**src/core/bcb_defs.vh**
```
`ifndef BCB_DEFS_VH
`define BCB_DEFS_VH
// ==========================================================
// Register offsets
`define BCB_OFF_BRCTL   8'h3c
`define BCB_OFF_DBUF    8'h40
`define BCB_OFF_ISTAT   8'h44
`define BCB_OFF_IMASK   8'h48
`define BCB_OFF_STAT    8'h4c
// ==========================================================
// Bridge control field positions
`define BCB_B_SERREN    17
`define BCB_B_ISA       18
`define BCB_B_VGA       19
`define BCB_B_VGA16     20
`define BCB_B_MAMODE    21
`define BCB_B_SECRST    22
`define BCB_B_FBB       23
`define BCB_B_PTMO      24
`define BCB_B_STMO      25
`define BCB_B_TMOSTS    26
`define BCB_B_DTSERR    27
// ==========================================================
// Data buffering field positions
`define BCB_B_PARK      0
`define BCB_B_PFDIS     1
`define BCB_B_PREDDIS   2
// ==========================================================
// Interrupt status bits
`define BCB_I_PTMO      0
`define BCB_I_STMO      1
// ==========================================================
// Timer lengths, log2 of PCI clocks
`define BCB_TMO_LONG    15
`define BCB_TMO_SHORT   10
`define BCB_LIM_LONG    15'h7fff
`define BCB_LIM_SHORT   15'h03ff
`define BCB_ZERO32      32'h00000000
`define BCB_ONES32      32'hffffffff
`endif

```
**src/core/bcb_ctrl.v**
```verilog
// Summary of operation
// [RULE_01] VGA enable forwards VGA memory and I/O when enables set, ignoring ISA.
// [RULE_02] VGA I/O decode uses 10 address bits at 0, 16 bits at 1.
// [RULE_03] Master-abort mode 0: no report, reads return all ones, writes dropped.
// [RULE_04] Mode 1: signal target abort if possible, else system error if enabled.
// [RULE_05] Secondary reset holds PCI reset forward, hot reset reverse.
// [RULE_06] Fast back-to-back enable reads as zero.
// [RULE_07] Primary discard timer 2^15 clocks at 0, 2^10 at 1.
// [RULE_08] Forward mode: primary timeout select read-only and ignored.
// [RULE_09] Secondary discard timer 2^15 clocks at 0, 2^10 at 1.
// [RULE_10] Reverse mode: secondary timeout select read-only and ignored.
// [RULE_11] Discard timer expiry with dropped completion sets timeout status.
// [RULE_12] Discard error enable makes expiry send error message or system error.
// [RULE_13] Arbiter parks on last master at 0, own port at 1.
// [RULE_14] Prefetch dynamic control applied unless disable bit set.
// [RULE_15] Completion data prediction used unless control bit set.
// [RULE_16] Reset clears writable and status fields of both registers.
// [RULE_17] System-error forwarding enable gates messages; writable forward only.
// [RULE_18] Write one clears timeout status; new event wins over clear.
`timescale 1ns/1ps
`include "bcb_defs.vh"
module bcb_ctrl #(
   parameter ADDR_W = 8
)(
   input  wire              clk,
   input  wire              rst_n,
   input  wire              reverse_mode,
   input  wire [ADDR_W-1:0] reg_addr,
   input  wire [31:0]       reg_wdata,
   input  wire              reg_wr,
   input  wire              reg_rd,
   output reg  [31:0]       reg_rdata,
   input  wire              io_enable,
   input  wire              mem_enable,
   input  wire              acc_valid,
   input  wire              acc_is_io,
   input  wire [31:0]       acc_addr,
   input  wire              win_hit,
   input  wire              p_dc_pending,
   input  wire              p_dc_taken,
   input  wire              s_dc_pending,
   input  wire              s_dc_taken,
   input  wire              mabort,
   input  wire              mabort_is_read,
   input  wire              tabort_possible,
   input  wire              sys_error_in,
   input  wire              cur_master_valid,
   input  wire [3:0]        cur_master,
   output reg               fwd_hit,
   output reg  [31:0]       mabort_rdata,
   output reg               mabort_drop_wr,
   output reg               target_abort,
   output reg               system_error_out_n,
   output reg               primary_system_error_n,
   output reg               err_msg,
   output reg               sec_pci_reset_n,
   output reg               pcie_hot_reset,
   output reg               p_discard,
   output reg               s_discard,
   output reg  [3:0]        park_master,
   output reg               park_self,
   output reg               prefetch_dyn_en,
   output reg               pred_en,
   output reg               irq
);
   // ==========================================================
   // Control registers
   reg        serren_ff, vga_ff, vga16_ff, mamode_ff, secrst_ff, isa_ff;
   reg        ptmo_ff, stmo_ff, tmosts_ff, dtserr_ff;
   reg        park_ff, pfdis_ff, preddis_ff;
   reg [1:0]  istat_ff, imask_ff;
   reg [14:0] pcnt_ff, scnt_ff;
   reg [3:0]  last_m_ff;
   wire       wr_br = reg_wr && (reg_addr == `BCB_OFF_BRCTL);
   wire       wr_db = reg_wr && (reg_addr == `BCB_OFF_DBUF);
   wire       wr_is = reg_wr && (reg_addr == `BCB_OFF_ISTAT);
   wire       wr_im = reg_wr && (reg_addr == `BCB_OFF_IMASK);
   // ==========================================================
   // Discard timers
   // [RULE_07] primary length select
   wire [14:0] p_lim = (!reverse_mode || !ptmo_ff) ? `BCB_LIM_LONG : `BCB_LIM_SHORT;
   // [RULE_09] secondary length select
   wire [14:0] s_lim = (reverse_mode || !stmo_ff) ? `BCB_LIM_LONG : `BCB_LIM_SHORT;
   wire        p_exp = p_dc_pending && !p_dc_taken && (pcnt_ff == p_lim);
   wire        s_exp = s_dc_pending && !s_dc_taken && (scnt_ff == s_lim);
   wire        any_exp = p_exp || s_exp;
   // ==========================================================
   // VGA decode
   // [RULE_02] 10 or 16 bit I/O decode
   wire        io_hi_ok = vga16_ff ? (acc_addr[15:10] == 6'h00) : 1'b1;
   wire [9:0]  io_lo = acc_addr[9:0];
   wire        vga_io = io_hi_ok && ((io_lo >= 10'h3b0 && io_lo <= 10'h3bb) ||
                        (io_lo >= 10'h3c0 && io_lo <= 10'h3df));
   wire        vga_mem = (acc_addr >= 32'h000a0000) && (acc_addr <= 32'h000bffff);
   // [RULE_01] VGA forwarding independent of ISA
   wire        vga_hit = vga_ff && (acc_is_io ? (io_enable && vga_io)
                                              : (mem_enable && vga_mem));
   always @(posedge clk or negedge rst_n)
   begin
      if (!rst_n)
      begin
         // [RULE_16] reset clears fields
         serren_ff <= 1'b0; vga_ff <= 1'b0; vga16_ff <= 1'b0; mamode_ff <= 1'b0;
         secrst_ff <= 1'b0; isa_ff <= 1'b0; ptmo_ff <= 1'b0; stmo_ff <= 1'b0;
         tmosts_ff <= 1'b0; dtserr_ff <= 1'b0; park_ff <= 1'b0; pfdis_ff <= 1'b0;
         preddis_ff <= 1'b0; istat_ff <= 2'h0; imask_ff <= 2'h0;
         pcnt_ff <= 15'h0000; scnt_ff <= 15'h0000; last_m_ff <= 4'h0;
         reg_rdata <= `BCB_ZERO32; fwd_hit <= 1'b0; mabort_rdata <= `BCB_ZERO32;
         mabort_drop_wr <= 1'b0; target_abort <= 1'b0; system_error_out_n <= 1'b1;
         primary_system_error_n <= 1'b1; err_msg <= 1'b0; sec_pci_reset_n <= 1'b1;
         pcie_hot_reset <= 1'b0; p_discard <= 1'b0; s_discard <= 1'b0;
         park_master <= 4'h0; park_self <= 1'b0; prefetch_dyn_en <= 1'b0;
         pred_en <= 1'b0; irq <= 1'b0;
      end
      else
      begin
         if (wr_br)
         begin
            // [RULE_17] writable in forward only
            if (!reverse_mode)
               serren_ff <= reg_wdata[`BCB_B_SERREN];
            isa_ff    <= reg_wdata[`BCB_B_ISA];
            vga_ff    <= reg_wdata[`BCB_B_VGA];
            vga16_ff  <= reg_wdata[`BCB_B_VGA16];
            mamode_ff <= reg_wdata[`BCB_B_MAMODE];
            secrst_ff <= reg_wdata[`BCB_B_SECRST];
            dtserr_ff <= reg_wdata[`BCB_B_DTSERR];
            // [RULE_08] primary select read-only forward
            if (reverse_mode)
               ptmo_ff <= reg_wdata[`BCB_B_PTMO];
            // [RULE_10] secondary select read-only reverse
            if (!reverse_mode)
               stmo_ff <= reg_wdata[`BCB_B_STMO];
         end
         // [RULE_11] set on discard
         // [RULE_18] set wins over clear
         if (any_exp)
            tmosts_ff <= 1'b1;
         else if (wr_br && reg_wdata[`BCB_B_TMOSTS])
            tmosts_ff <= 1'b0;
         if (wr_db)
         begin
            park_ff    <= reg_wdata[`BCB_B_PARK];
            pfdis_ff   <= reg_wdata[`BCB_B_PFDIS];
            preddis_ff <= reg_wdata[`BCB_B_PREDDIS];
         end
         if (wr_im)
            imask_ff <= reg_wdata[1:0];
         istat_ff <= (istat_ff & ~(wr_is ? reg_wdata[1:0] : 2'h0)) | {s_exp, p_exp};
         irq <= |(istat_ff & imask_ff);
         pcnt_ff <= (p_dc_pending && !p_dc_taken && !p_exp) ? pcnt_ff + 15'h0001 : 15'h0000;
         scnt_ff <= (s_dc_pending && !s_dc_taken && !s_exp) ? scnt_ff + 15'h0001 : 15'h0000;
         p_discard <= p_exp;
         s_discard <= s_exp;
         // ==========================================================
         // Read data
         if (reg_rd)
         begin
            if (reg_addr == `BCB_OFF_BRCTL)
               // [RULE_06] fast back-to-back zero
               reg_rdata <= {4'h0, dtserr_ff, tmosts_ff, stmo_ff, ptmo_ff, 1'b0,
                             secrst_ff, mamode_ff, vga16_ff, vga_ff, isa_ff,
                             serren_ff, 17'h00000};
            else if (reg_addr == `BCB_OFF_DBUF)
               reg_rdata <= {29'h00000000, preddis_ff, pfdis_ff, park_ff};
            else if (reg_addr == `BCB_OFF_ISTAT)
               reg_rdata <= {30'h00000000, istat_ff};
            else if (reg_addr == `BCB_OFF_IMASK)
               reg_rdata <= {30'h00000000, imask_ff};
            else if (reg_addr == `BCB_OFF_STAT)
               reg_rdata <= {29'h00000000, irq, reverse_mode, tmosts_ff};
            else
               reg_rdata <= `BCB_ZERO32;
         end
         else
            reg_rdata <= `BCB_ZERO32;
         // ==========================================================
         // Forwarding and master abort
         fwd_hit <= acc_valid && (vga_hit || win_hit);
         // [RULE_03] silent abort handling
         mabort_rdata   <= (mabort && mabort_is_read) ? `BCB_ONES32 : `BCB_ZERO32;
         mabort_drop_wr <= mabort && !mabort_is_read && !mamode_ff;
         // [RULE_04] report by target abort or system error
         target_abort <= mabort && mamode_ff && tabort_possible;
         system_error_out_n <= !((mabort && mamode_ff && !tabort_possible && serren_ff)
                                 || (sys_error_in && serren_ff));
         // [RULE_12] discard timer error signalling
         err_msg <= (any_exp && dtserr_ff && !reverse_mode) ||
                    (sys_error_in && serren_ff && !reverse_mode);
         primary_system_error_n <= !(any_exp && dtserr_ff && reverse_mode);
         // [RULE_05] secondary reset
         sec_pci_reset_n <= !(secrst_ff && !reverse_mode);
         pcie_hot_reset  <= secrst_ff && reverse_mode;
         // [RULE_13] arbiter parking
         if (cur_master_valid)
            last_m_ff <= cur_master;
         park_self   <= park_ff;
         park_master <= last_m_ff;
         // [RULE_14] prefetch dynamic control
         prefetch_dyn_en <= !pfdis_ff;
         // [RULE_15] completion prediction
         pred_en <= !preddis_ff;
      end
   end
endmodule // bcb_ctrl

```
**config.mk**
```make
export PLATFORM = sky130hd
export DESIGN_NAME = bcb_ctrl
export DESIGN_NICKNAME = d
export VERILOG_FILES = /design/src/core/bcb_ctrl.v
export VERILOG_INCLUDE_DIRS = /design/src /design/src/core
export SDC_FILE = /design/constraint.sdc
export NUM_CORES = 1
export LEC_CHECK = 0
export BUFFER_PORTS_ARGS = -buffer_cell sky130_fd_sc_hd__buf_2
export CAP_MARGIN = 20
export CORE_ASPECT_RATIO = 0.8
export CORE_UTILIZATION = 47
export CTS_CLUSTER_SIZE = 14
export DETAILED_ROUTE_END_ITERATION = 8
export HOLD_SLACK_MARGIN = 0.15
export PLACE_DENSITY = 0.8
export SYNTH_ARGS = -nofsm -noshare
export SYNTH_HDL_FRONTEND = slang
export SYNTH_SLANG_ARGS = --single-unit
```
**constraint.sdc**
```tcl
create_clock -name clk -period 2.33 [get_ports clk]
set_clock_uncertainty 0.05 [all_clocks]
set_input_delay 0.1165 -clock clk [delete_from_list [all_inputs] [get_ports clk]]
set_output_delay 0.1165 -clock clk [all_outputs]
set_load 0.05 [all_outputs]
```
==> results_dict.tcl, run 1 <==
set metrics [dict create \
    ys_async_rst_share_pct 100 \
    period_share_pct 97.5 \
    clock_power_share_pct 34.4 \
    max_clock_freq_mhz 440 \
    share_of_the_synthesized_area_in_compound_gates_ao_oa_aoi_oai_pct 4.77 \
    rows 29 \
    net_sw_share_pct 27.8 \
    floorplan.io_pins 177 \
    total_switching_power_uw 839 \
    drt_pass1_iterations 4 \
    critical-path-max-stage-delay_ps 570 \
    ys_dominant_reg_cell "sky130_fd_sc_hd__dfrtp_1" \
    fraction_of_post_synthesis_cell_area_in_the_top_cell_type_by_area_pct 51.9 \
    multi_input_comb_area_sq_um 1410 \
    num_vias 3014 \
    cp_data_arrival_time_ps 2450 \
    grt_total_ovfl 0 \
    p_per_area_nw_per_um2 601 \
    ys.warnings.count 0 \
    run_status "finished, final reports clean" \
    synthMuxAreaShare_pct 6.56 \
    cts-buffers-inserted 9 \
    ff2ff_setup_slack_ps 230 \
    drv.max_cap_violation_count 0 \
    final_layout_size_suffix_gt1_share_pct 36.4 \
    count_of_flip_flops_with_a_built_in_enable_after_synthesis 0 \
    cp_data_required_time_ps 2510 \
    r2r_start "vga_ff" \
    ys_seq_area_share_pct 54.0 \
    clock-sinks 83 \
    area_overhead_vs_synth_pct 30.5 \
    initial_utilization_pct 48.5 \
    global_route.usage.total_pct 20.5 \
    pwr-share-comb_pct 16.1 \
    final_count_of_hold_timing_violations 0 \
    r2r-end "fwd_hit" \
    grt_antenna_before_repair 0 \
    post_synth_xor_area_fraction_pct 5.00 \
    adder_and_majority_cell_fraction_of_the_synthesized_area_pct 0.649 \
    drt_first_iter_violations 138 \
    post_synth_num_cell_types 45 \
    synth_top_family_by_area "simple AND/OR/NAND/NOR gates" \
    netlist_instances 344 \
    fp.dieArea_sq_um 8570 \
    global_route_wire_length_before_repair_um 13200 \
    end_kind "register" \
    finish.utilization_pct 63.3 \
    wirelength_um 8370 \
    post_cts_buffers 0 \
    die_w_um 103 \
    fillerInstances 607 \
    via_count_of_the_first_global_routing_pass 2814 \
    power.sequential.fraction_pct 49.6 \
    worstSkewPairLatency_ps 340 \
    hpwl_um 5870 \
    setup_viol_count_final 0 \
    placeableCoreArea_sq_um 7950 \
    clock_tree.root_cell "sky130_fd_sc_hd__clkbuf_8" \
    synth.cell_area_sq_um 3850 \
    clock_path_buffers 2 \
    synth_area_leaders "sky130_fd_sc_hd__dfrtp_1, sky130_fd_sc_hd__buf_4, sky130_fd_sc_hd__mux2_2, sky130_fd_sc_hd__xor2_1, sky130_fd_sc_hd__nor2_1" \
    post-route-drc-count 0 \
    drtAntennaViolNets 0 \
    fin_crit_ps 2270 \
    relSlewSlack_pct 59.0 \
    crit_path_max_fanout 8 \
    cellLeakagePower_uw 0.00257 \
    antennaDiodeCount 0 \
    drt-vias-per-instance 4.91 \
    grt_start_max_net_pins 52 \
    cts.htree.levels 3 \
    max_slew.worst_pin.slew_ps 615 \
    yosys.area_share.simple_pct 17.6 \
    kind_of_start_point_of_the_critical_path "primary input" \
    worstRegToRegCells 6 \
    min_path_type "primary input to asynchronous set/reset pin" \
    internal-power_uw 2180 \
    finalMaxSlewViolations 0 \
    cp_slowest_cell "sky130_fd_sc_hd__dlygate4sd3_1" \
    route.detailed.wl_per_inst_um 13.6 \
    tritoncts_clock_tree "yes" \
    clkTransAtPathRegs_ps 80 \
    fp.dieH_um 83.0 \
    irDropWorstVdd_uv 344 \
    synth_area_per_cell_sq_um 11.2 \
    post-synth-top-area-cell "sky130_fd_sc_hd__dfrtp_1" \
    grt_setup_unrepaired "no" \
    sequential_cell_area_sq_um 2080 \
    critical-path-top-cell-by-count "sky130_fd_sc_hd__dlygate4sd3_1" \
    timing.setup.critical_path_class "primary input to register" \
    crit_path_cell_trace "dlygate4sd3_1 > buf_2 > nand4_1 > nor3_2 > and2_4 > buf_4 > nand2_1 > mux2_2 > dlygate4sd3_1" \
    place_congestion 0.831 \
    synth-seq-cells 83 \
    fin_nets 598 \
    finalSetupTns_ps 0 \
    place.port_buffers 135 \
]
==> cell usage after synthesis (all sizes together) (3+ instances only) <==
library cell,count
a21o,3
a21oi,7
and2,3
and3,15
and4,4
buf,54
clkbuf,4
dfrtp,80
dfstp,3
inv,4
mux2,18
mux2i,5
nand2,17
nand2b,5
nand3,16
nand4,10
nor2,30
nor3,4
nor4b,3
o21ai,6
or3,7
or4,3
xnor2,4
xor2,18
==> power groups by stage <==
stage | logic (uW) | clock network (uW) | registers, uW
floorplan | 291 | 0 | 1570
global placement | 421 | 0 | 1520
detailed placement | 426 | 0 | 1530
CTS | 486 | 1080 | 1500
global route | 522 | 1120 | 1510
finish | 486 | 1040 | 1500
==> kinds of logic after synthesis <==
logic type | count (synthesis)
buffers and inverters | 62
AOI/OAI and AO/OA | 26
and+or+nand+nor | 125
muxes | 23
DFF | 83
adders and majority gates | 2
other | 1
xor gates and xnor gates | 22
==> metrics by stage <==
step	cell area (sq um)	total power, uW	setup slack, ps	hold WS, ps	cells
floorplan	3920	1860	398	-229	362
global placement	4380	1940	389	35.6	554
detailed placement	4380	1950	328	42.7	554
CTS	5020	3060	60.4	167	614
global route	5030	3150	11.8	199	614
finish	5030	3020	58.6	192	614
==> routing by layer <==
layer	up-vias	wire, um	global-route usage (%)
li1	1435	-	-
met5	-	0	0
met2	105	4390	34.5
met1	1464	3490	25.7
met3	10	412	5.72
met4	0	84	5.63
==> how the worst max path moves through the flow <==
stage	endpoint	cells past startpoint	from	slack [ps]
floorplan	scnt_ff[12]	7	scnt_ff[11]	400
global placement	scnt_ff[2]	6	scnt_ff[11]	390
detailed placement	scnt_ff[9]	6	scnt_ff[11]	330
CTS	ptmo_ff	9	reg_addr[3]	60
global route	ptmo_ff	9	reg_addr[3]	10
finish	ptmo_ff	9	reg_addr[3]	60
==> critical path: cells and delay by family <==
| family | cells | cell delay, ps |
|---|---|---|
| buffers and inverters | 4 | 1440 |
| multiplexers | 1 | 280 |
| AND/OR/NAND/NOR | 4 | 620 |
==> state kept, by name, summed over array words and instances (netlist names), 2 cells and up <==
name	cells
imask_ff	2
istat_ff	2
last_m_ff	4
park_master	4
pcnt_ff	15
reg_rdata	13
scnt_ff	15
==> final cells by class <==
| type | instances | share of cell area, % |
|---|---|---|
| clock inverter | 4 | 0.970 |
| sequential | 83 | 41.4 |
| inverter | 4 | 0.299 |
| clock buffer | 12 | 3.09 |
| timing repair buffer | 186 | 23.5 |
| multi-input combinational | 217 | 28.0 |
| tap | 108 | 2.69 |
==> repair_timing <==
action                                  CTS  global route
hold endpoints to repair                128             0
endpoints found under the setup margin    0             1
hold buffers                             44             0
gates resized for setup                   0             2
==> cells in the final DEF, fill, tap and decap left out, types with 2 or more instances in the layout <==
| cell | count |
|---|---|
| sky130_fd_sc_hd__or3_1 | 6 |
| sky130_fd_sc_hd__or4_1 | 3 |
| sky130_fd_sc_hd__nand4_1 | 10 |
| sky130_fd_sc_hd__buf_4 | 7 |
| sky130_fd_sc_hd__mux2_2 | 18 |
| sky130_fd_sc_hd__o21ai_0 | 5 |
| sky130_fd_sc_hd__and3_1 | 15 |
| sky130_fd_sc_hd__dfrtp_1 | 80 |
| sky130_fd_sc_hd__conb_1 | 19 |
| sky130_fd_sc_hd__clkinv_2 | 2 |
| sky130_fd_sc_hd__mux2i_1 | 5 |
| sky130_fd_sc_hd__dlygate4sd3_1 | 44 |
| sky130_fd_sc_hd__ha_1 | 2 |
| sky130_fd_sc_hd__nor3_1 | 3 |
| sky130_fd_sc_hd__and4_1 | 4 |
| sky130_fd_sc_hd__xor2_1 | 18 |
| sky130_fd_sc_hd__or2_1 | 2 |
| sky130_fd_sc_hd__dfstp_2 | 3 |
| sky130_fd_sc_hd__nand2_1 | 17 |
| sky130_fd_sc_hd__buf_2 | 134 |
| sky130_fd_sc_hd__o31ai_1 | 2 |
| sky130_fd_sc_hd__nor4b_1 | 3 |
| sky130_fd_sc_hd__xnor2_1 | 4 |
| sky130_fd_sc_hd__a21oi_1 | 7 |
| sky130_fd_sc_hd__inv_1 | 4 |
| sky130_fd_sc_hd__nand3_1 | 16 |
| sky130_fd_sc_hd__nor2_1 | 30 |
| sky130_fd_sc_hd__and2_1 | 2 |
| sky130_fd_sc_hd__nand2b_1 | 5 |
| sky130_fd_sc_hd__clkbuf_8 | 11 |
| sky130_fd_sc_hd__a221oi_1 | 2 |
| sky130_fd_sc_hd__a21o_1 | 3 |
Power figures use the tool's default switching activity.
==> run 2, diff against run 1 <==
- CORE_ASPECT_RATIO: 0.8 -> 0.6
- CORE_MARGIN: unset -> 5
- SETUP_SLACK_MARGIN: unset -> 0.02
==> run 2 against run 1 <==
Hold slack got worse by 28 ps. Sequential power hardly changed. First-iteration DRC count grew 67%. Combinational power grew 0.8%. Critical endpoint is now fwd_hit.
==> results_dict.tcl, run 2 (synthesized netlist as in run 1, its figures left out) <==
set metrics [dict create \
    run_status "finished, final reports clean" \
    cp_slowest_cell "sky130_fd_sc_hd__dlygate4sd3_1" \
    crit_path_max_fanout 4 \
    cts_resized 0 \
    wirelength_um 9760 \
    cp_data_arrival_time_ps 2300 \
    p_per_area_nw_per_um2 676 \
    initial_utilization_pct 48.5 \
    fin_nets 595 \
    critical-path-top-cell-by-count "sky130_fd_sc_hd__dlygate4sd3_1" \
    die_w_um 127 \
    clock_path_buffers 2 \
    grt_start_max_net_pins 44 \
    clock-sinks 83 \
    crit_path_cell_trace "nand2_1 > nor3_1 > a32oi_1 > dlygate4sd3_1 > o31ai_1 > dlygate4sd3_1" \
    min_path_type "primary input to register" \
    max_clock_freq_mhz 481 \
    grt_setup_unrepaired "no" \
    post-route-drc-count 0 \
    drt_pass1_iterations 4 \
    rows 25 \
    setup_viol_count_final 0 \
    drt-vias-per-instance 4.91 \
    clkTransAtPathRegs_ps 60 \
    cp_data_required_time_ps 2550 \
    finalSetupTns_ps 0 \
    placeableCoreArea_sq_um 7950 \
    finalMaxSlewViolations 0 \
    place_congestion 0.877 \
    tritoncts_clock_tree "yes" \
    relSlewSlack_pct 54.2 \
    timing.setup.critical_path_class "register to register" \
    layout.cells.most_common "sky130_fd_sc_hd__buf_2" \
    end_kind "register" \
    final_cell_mix "sky130_fd_sc_hd__buf_2, sky130_fd_sc_hd__dfrtp_1, sky130_fd_sc_hd__dlygate4sd3_1" \
    final_layout_size_suffix_gt1_share_pct 36.4 \
    clock_tree.root_cell "sky130_fd_sc_hd__clkbuf_16" \
    area_overhead_vs_synth_pct 32.3 \
    fp.dieH_um 80.1 \
    irDropWorstVdd_uv 273 \
    hold_ws_ps 165 \
    fin_crit_ps 2080 \
    via_count_of_the_first_global_routing_pass 2964 \
    worstSkewPairLatency_ps 340 \
    global_route.usage.total_pct 18.9 \
    period_share_pct 89.2 \
    place.port_buffers 135 \
    route.detailed.wl_per_inst_um 16.0 \
    drtAntennaViolNets 0 \
    floorplan.io_pins 177 \
    drv.max_cap_violation_count 0 \
    top_regs "pcnt_ff (15), scnt_ff (15), reg_rdata (13)" \
    cts-buffers-inserted 9 \
    num_vias 3005 \
    critical-path-max-stage-delay_ps 580 \
    cts.htree.levels 3 \
    max_slew.worst_pin.slew_ps 687 \
    grt_antenna_before_repair 0 \
    global_route_wire_length_before_repair_um 15100 \
    hpwl_um 6740 \
    final_count_of_hold_timing_violations 0 \
    fp.dieArea_sq_um 10200 \
    kind_of_start_point_of_the_critical_path "register" \
    cellLeakagePower_uw 0.00259 \
    grt_total_ovfl 0 \
    drt_first_iter_violations 231 \
]
run 2: cell count changes in the layout (fill, tap and decap cells not counted), sizes merged:
cell and delta:
diode +1, clkinv -3, dlygate4sd3 -3, clkinvlp +2, inv +3, clkbuf -2
run 2: power by group:
| part | internal, uW | total, uW | switching [uW] |
|---|---|---|---|
| Clock | 870 | 1460 | 587 |
| Sequential | 1480 | 1500 | 24.8 |
| Combinational | 153 | 490 | 336 |
run 2: path summary, 6_finish.rpt:
| check | from | endpoint | slack, ps | cells past startpoint |
|---|---|---|---|---|
| setup / recovery | vga_ff | fwd_hit | 250 | 6 |
| hold / removal | s_dc_taken | scnt_ff[8] | 160 | 3 |
| setup reg to reg | vga_ff | fwd_hit | 250 | 6 |
| hold reg to reg | last_m_ff[1] | park_master[1] | 330 | 0 |
| max in group asynchronous | rst_n | primary_system_error_n | 1300 | 3 |
| min in group asynchronous | rst_n | pcnt_ff[7] | 270 | 2 |
run 2: area by class of cell:
type	instances	area [sq um]
fillers	611	2850
flip-flops and latches	83	2080
multi-input cells	217	1400
repair buffers	183	1150
clock buffers	10	239
well taps	108	135
clock inverters	6	71.3
inverters	4	15.0
diodes	1	2.50
run 2: worst max-delay path, delay by kind of cell (launching register included):
| family | cells | cell delay (ps) |
|---|---|---|
| flip-flops | 1 | 380 |
| AO/OA/AOI/OAI | 2 | 180 |
| AND/OR/NAND/NOR | 2 | 250 |
| buffers and inverters | 2 | 1150 |
run 2: timing repair:
item                       CTS  global route
setup endpoints to repair    0             0
hold buffers                41             0
hold endpoints to repair    88             0
setup buffers                0             0
run 2: metal layers:
layer / wire length (um) / part of all wire, % / track usage, % / vias to the layer above
met5: 0 / 0 / 0 / -
met4: 101 / 1.0 / 6.00 / 0
met3: 658 / 6.7 / 5.51 / 10
met2: 5000 / 51 / 31.9 / 105
met1: 4010 / 41 / 23.7 / 1458
li1: - / - / - / 1432
run 2: through the flow:
step	setup WS (ps)	cells	total power (uW)	util [%]	area [sq um]
5_1_grt	159	611	3590	64.2	5100
4_1_cts	261	611	3470	64.2	5100
3_5_place_dp	338	554	1960	55.1	4380
6_report	251	612	3450	64.2	5100
2_1_floorplan	398	362	1860	-	3920
3_3_place_gp	364	554	1950	55.1	4380
==> run 3, diff against run 2 <==
- ABC_AREA: unset -> 1
- CORE_UTILIZATION: 47 -> 48
==> run 3 against run 2 <==
Critical path depth rose by 4. Combinational power rose by 6.9%. Count of clock-buffer cells in the layout did not move. Utilization fell by 0.97 points. Synthesized area rose by 8.3%. Sequential power barely moved. Synthesized cell count rose by 43%. Global-route usage fell by 0.30 points. First-iteration DRC count fell by 22%. Die area rose by 5.4%. Register-to-register slack improved by 330 ps. Non-clock buffer count fell by 8.
==> results_dict.tcl, run 3 <==
set metrics [dict create \
    run_status "finished, final reports clean" \
    clock_power_share_pct 41.9 \
    placeableCoreArea_sq_um 8490 \
    power.sequential.fraction_pct 43.1 \
    drt-vias-per-instance 4.76 \
    post-synth-top-area-cell "sky130_fd_sc_hd__dfrtp_1" \
    cp_data_arrival_time_ps 2350 \
    post-route-drc-count 0 \
    total_switching_power_uw 989 \
    max_slew.worst_pin.slew_ps 590 \
    hold_ws_ps 164 \
    worstSkewPairLatency_ps 340 \
    count_of_flip_flops_with_a_built_in_enable_after_synthesis 0 \
    antennaDiodeCount 0 \
    min_path_type "primary input to register" \
    clkTransAtPathRegs_ps 70 \
    initial_utilization_pct 49.1 \
    hpwl_um 7070 \
    grt_start_max_net_pins 45 \
    final_cell_area_sq_um 5370 \
    max_clock_freq_mhz 470 \
    cp_data_required_time_ps 2550 \
    timing.setup.critical_path_class "primary input to register" \
    route.detailed.wl_per_inst_um 12.9 \
    via_count_of_the_first_global_routing_pass 3421 \
    critical-path-max-stage-delay_ps 570 \
    fillerInstances 686 \
    die_w_um 130 \
    final_cell_mix "sky130_fd_sc_hd__buf_2, sky130_fd_sc_hd__nor2_1, sky130_fd_sc_hd__dfrtp_1" \
    synth_area_leaders "sky130_fd_sc_hd__dfrtp_1, sky130_fd_sc_hd__buf_4, sky130_fd_sc_hd__nor2_1, sky130_fd_sc_hd__nand2_1, sky130_fd_sc_hd__inv_1" \
    busiest_layer "met2" \
    synth_area_per_cell_sq_um 8.46 \
    fp.dieArea_sq_um 10700 \
    grt_total_ovfl 0 \
    rows 26 \
    synth.cell_area_sq_um 4170 \
    p_per_area_nw_per_um2 651 \
    kind_of_start_point_of_the_critical_path "primary input" \
    critical-path-top-cell-by-count "sky130_fd_sc_hd__nand2_1" \
    net_sw_share_pct 28.3 \
    global_route.usage.met3_pct 5.72 \
    ys_async_rst_share_pct 100 \
    finalSetupTns_ps 0 \
    fp.dieH_um 82.2 \
    setup_viol_count_final 0 \
    gr-usage-met2_pct 32.5 \
    top_regs "pcnt_ff (15), scnt_ff (15), reg_rdata (13)" \
    ys_seq_area_share_pct 49.9 \
    cellLeakagePower_uw 0.00288 \
    clock_tree.root_cell "sky130_fd_sc_hd__clkbuf_16" \
    final_count_of_hold_timing_violations 0 \
    layout.cells.most_common "sky130_fd_sc_hd__buf_2" \
    grt_antenna_before_repair 0 \
    clock-sinks 83 \
    cts.htree.levels 3 \
    crit_path_max_fanout 8 \
    drt_first_iter_violations 180 \
    period_share_pct 91.4 \
    place_congestion 0.882 \
    netlist_instances 493 \
    irDropWorstVdd_uv 413 \
    finalMaxSlewViolations 0 \
    clock_path_buffers 2 \
    preCtsSetupSlack_ps 610 \
    post_dp_cell_area_sq_um 4670 \
    drtAntennaViolNets 0 \
    ys_dominant_reg_cell "sky130_fd_sc_hd__dfrtp_1" \
    global_route_wire_length_before_repair_um 15600 \
    drt_pass1_iterations 6 \
    num_vias 3624 \
    internal-power_uw 2510 \
    synth_top_cells_by_count "sky130_fd_sc_hd__nor2_1, sky130_fd_sc_hd__dfrtp_1, sky130_fd_sc_hd__nand2_1, sky130_fd_sc_hd__inv_1, sky130_fd_sc_hd__buf_4" \
    cts-buffers-inserted 9 \
    wirelength_um 9790 \
    post_synth_num_cell_types 36 \
    place.port_buffers 135 \
    ys.warnings.count 0 \
    end_kind "register" \
    synth_most_common_cell "sky130_fd_sc_hd__nor2_1" \
    cts_resized 0 \
    pwr-share-comb_pct 15.0 \
    fraction_of_post_synthesis_cell_area_in_the_top_cell_type_by_area_pct 48.0 \
    tritoncts_clock_tree "yes" \
    area_overhead_vs_synth_pct 28.6 \
    floorplan.io_pins 177 \
    final_layout_size_suffix_gt1_share_pct 28.4 \
    fin_crit_ps 2130 \
    crit_path_cell_trace "buf_2 > inv_1 > nand2_1 > nor3_4 > nand4_2 > nor2_2 > nand2_1 > dlygate4sd3_1 > nand2_1 > dlygate4sd3_1" \
    cp_slowest_cell "sky130_fd_sc_hd__dlygate4sd3_1" \
    drv.max_cap_violation_count 0 \
    grt_setup_unrepaired "no" \
    relSlewSlack_pct 60.7 \
    synth-seq-cells 83 \
    fin_nets 741 \
    final_critical_path_setup_slack_ps 200 \
    global_route.usage.total_pct 18.6 \
    grtUsageMet1_pct 22.0 \
    fin_total_pwr_uw 3500 \
]
## run 3: power groups by stage
stage               clock [uW]  combinational (uW)  sequential (uW)
global route              1550                 563             1510
floorplan                    0                 312             1600
CTS                       1490                 524             1510
global placement             0                 464             1530
detailed placement           0                 470             1530
finish                    1460                 524             1510
## run 3: area by class of cell
class / count / area, sq um / area share, %
tap: 112 / 140 / 2.61
clock buffer: 10 / 239 / 4.45
multi-input combinational: 304 / 1480 / 27.6
timing repair buffer: 175 / 1090 / 20.3
inverter: 71 / 267 / 4.97
sequential: 83 / 2080 / 38.8
clock inverter: 6 / 71.3 / 1.33
## run 3: per-layer routing
layer  wire length [um]  up-vias
li1                   -     1767
met1               3850     1683
met2               4810      148
met3                888       26
met4                238        0
met5                  0        -
## run 3: final timing paths
| check | start | to | slack [ps] | depth (start not counted) |
|---|---|---|---|---|
| worst min register to register | last_m_ff[1] | park_master[1] | 330 | 0 |
| worst max-delay path | reg_addr[7] | park_ff | 200 | 10 |
| max in group asynchronous | rst_n | sec_pci_reset_n | 1320 | 3 |
| worst max register to register | scnt_ff[0] | err_msg | 580 | 9 |
| min in group asynchronous | rst_n | last_m_ff[0] | 230 | 2 |
| worst min-delay path | p_dc_pending | p_discard | 160 | 5 |
## run 3: through the flow
step	util (%)	instances
6_report	63.2	761
5_1_grt	63.2	761
4_1_cts	63.2	761
3_5_place_dp	55.0	706
3_3_place_gp	55.0	706
2_1_floorplan	-	511
## run 3: worst max-delay path: cells and delay by family
family	cells	cell delay (ps)
buffers and inverters	4	1270
AND/OR/NAND/NOR	6	970
## run 3: logic make-up after synthesis
kind of cell	count (synthesis)	share of synthesized area (%)
compound gates	33	4.08
xor+xnor	8	1.68
fa+ha+maj	2	0.600
buf+inv	124	16.3
flops	83	49.9
mux	4	1.08
other cells	1	0.0899
simple gates	238	26.4
## run 3: what timing repair did
item / CTS / global route
setup buffers: 0 / 0
endpoints found under the setup margin: 0 / 0
hold endpoints to repair: 115 / 0
hold buffers: 39 / 0
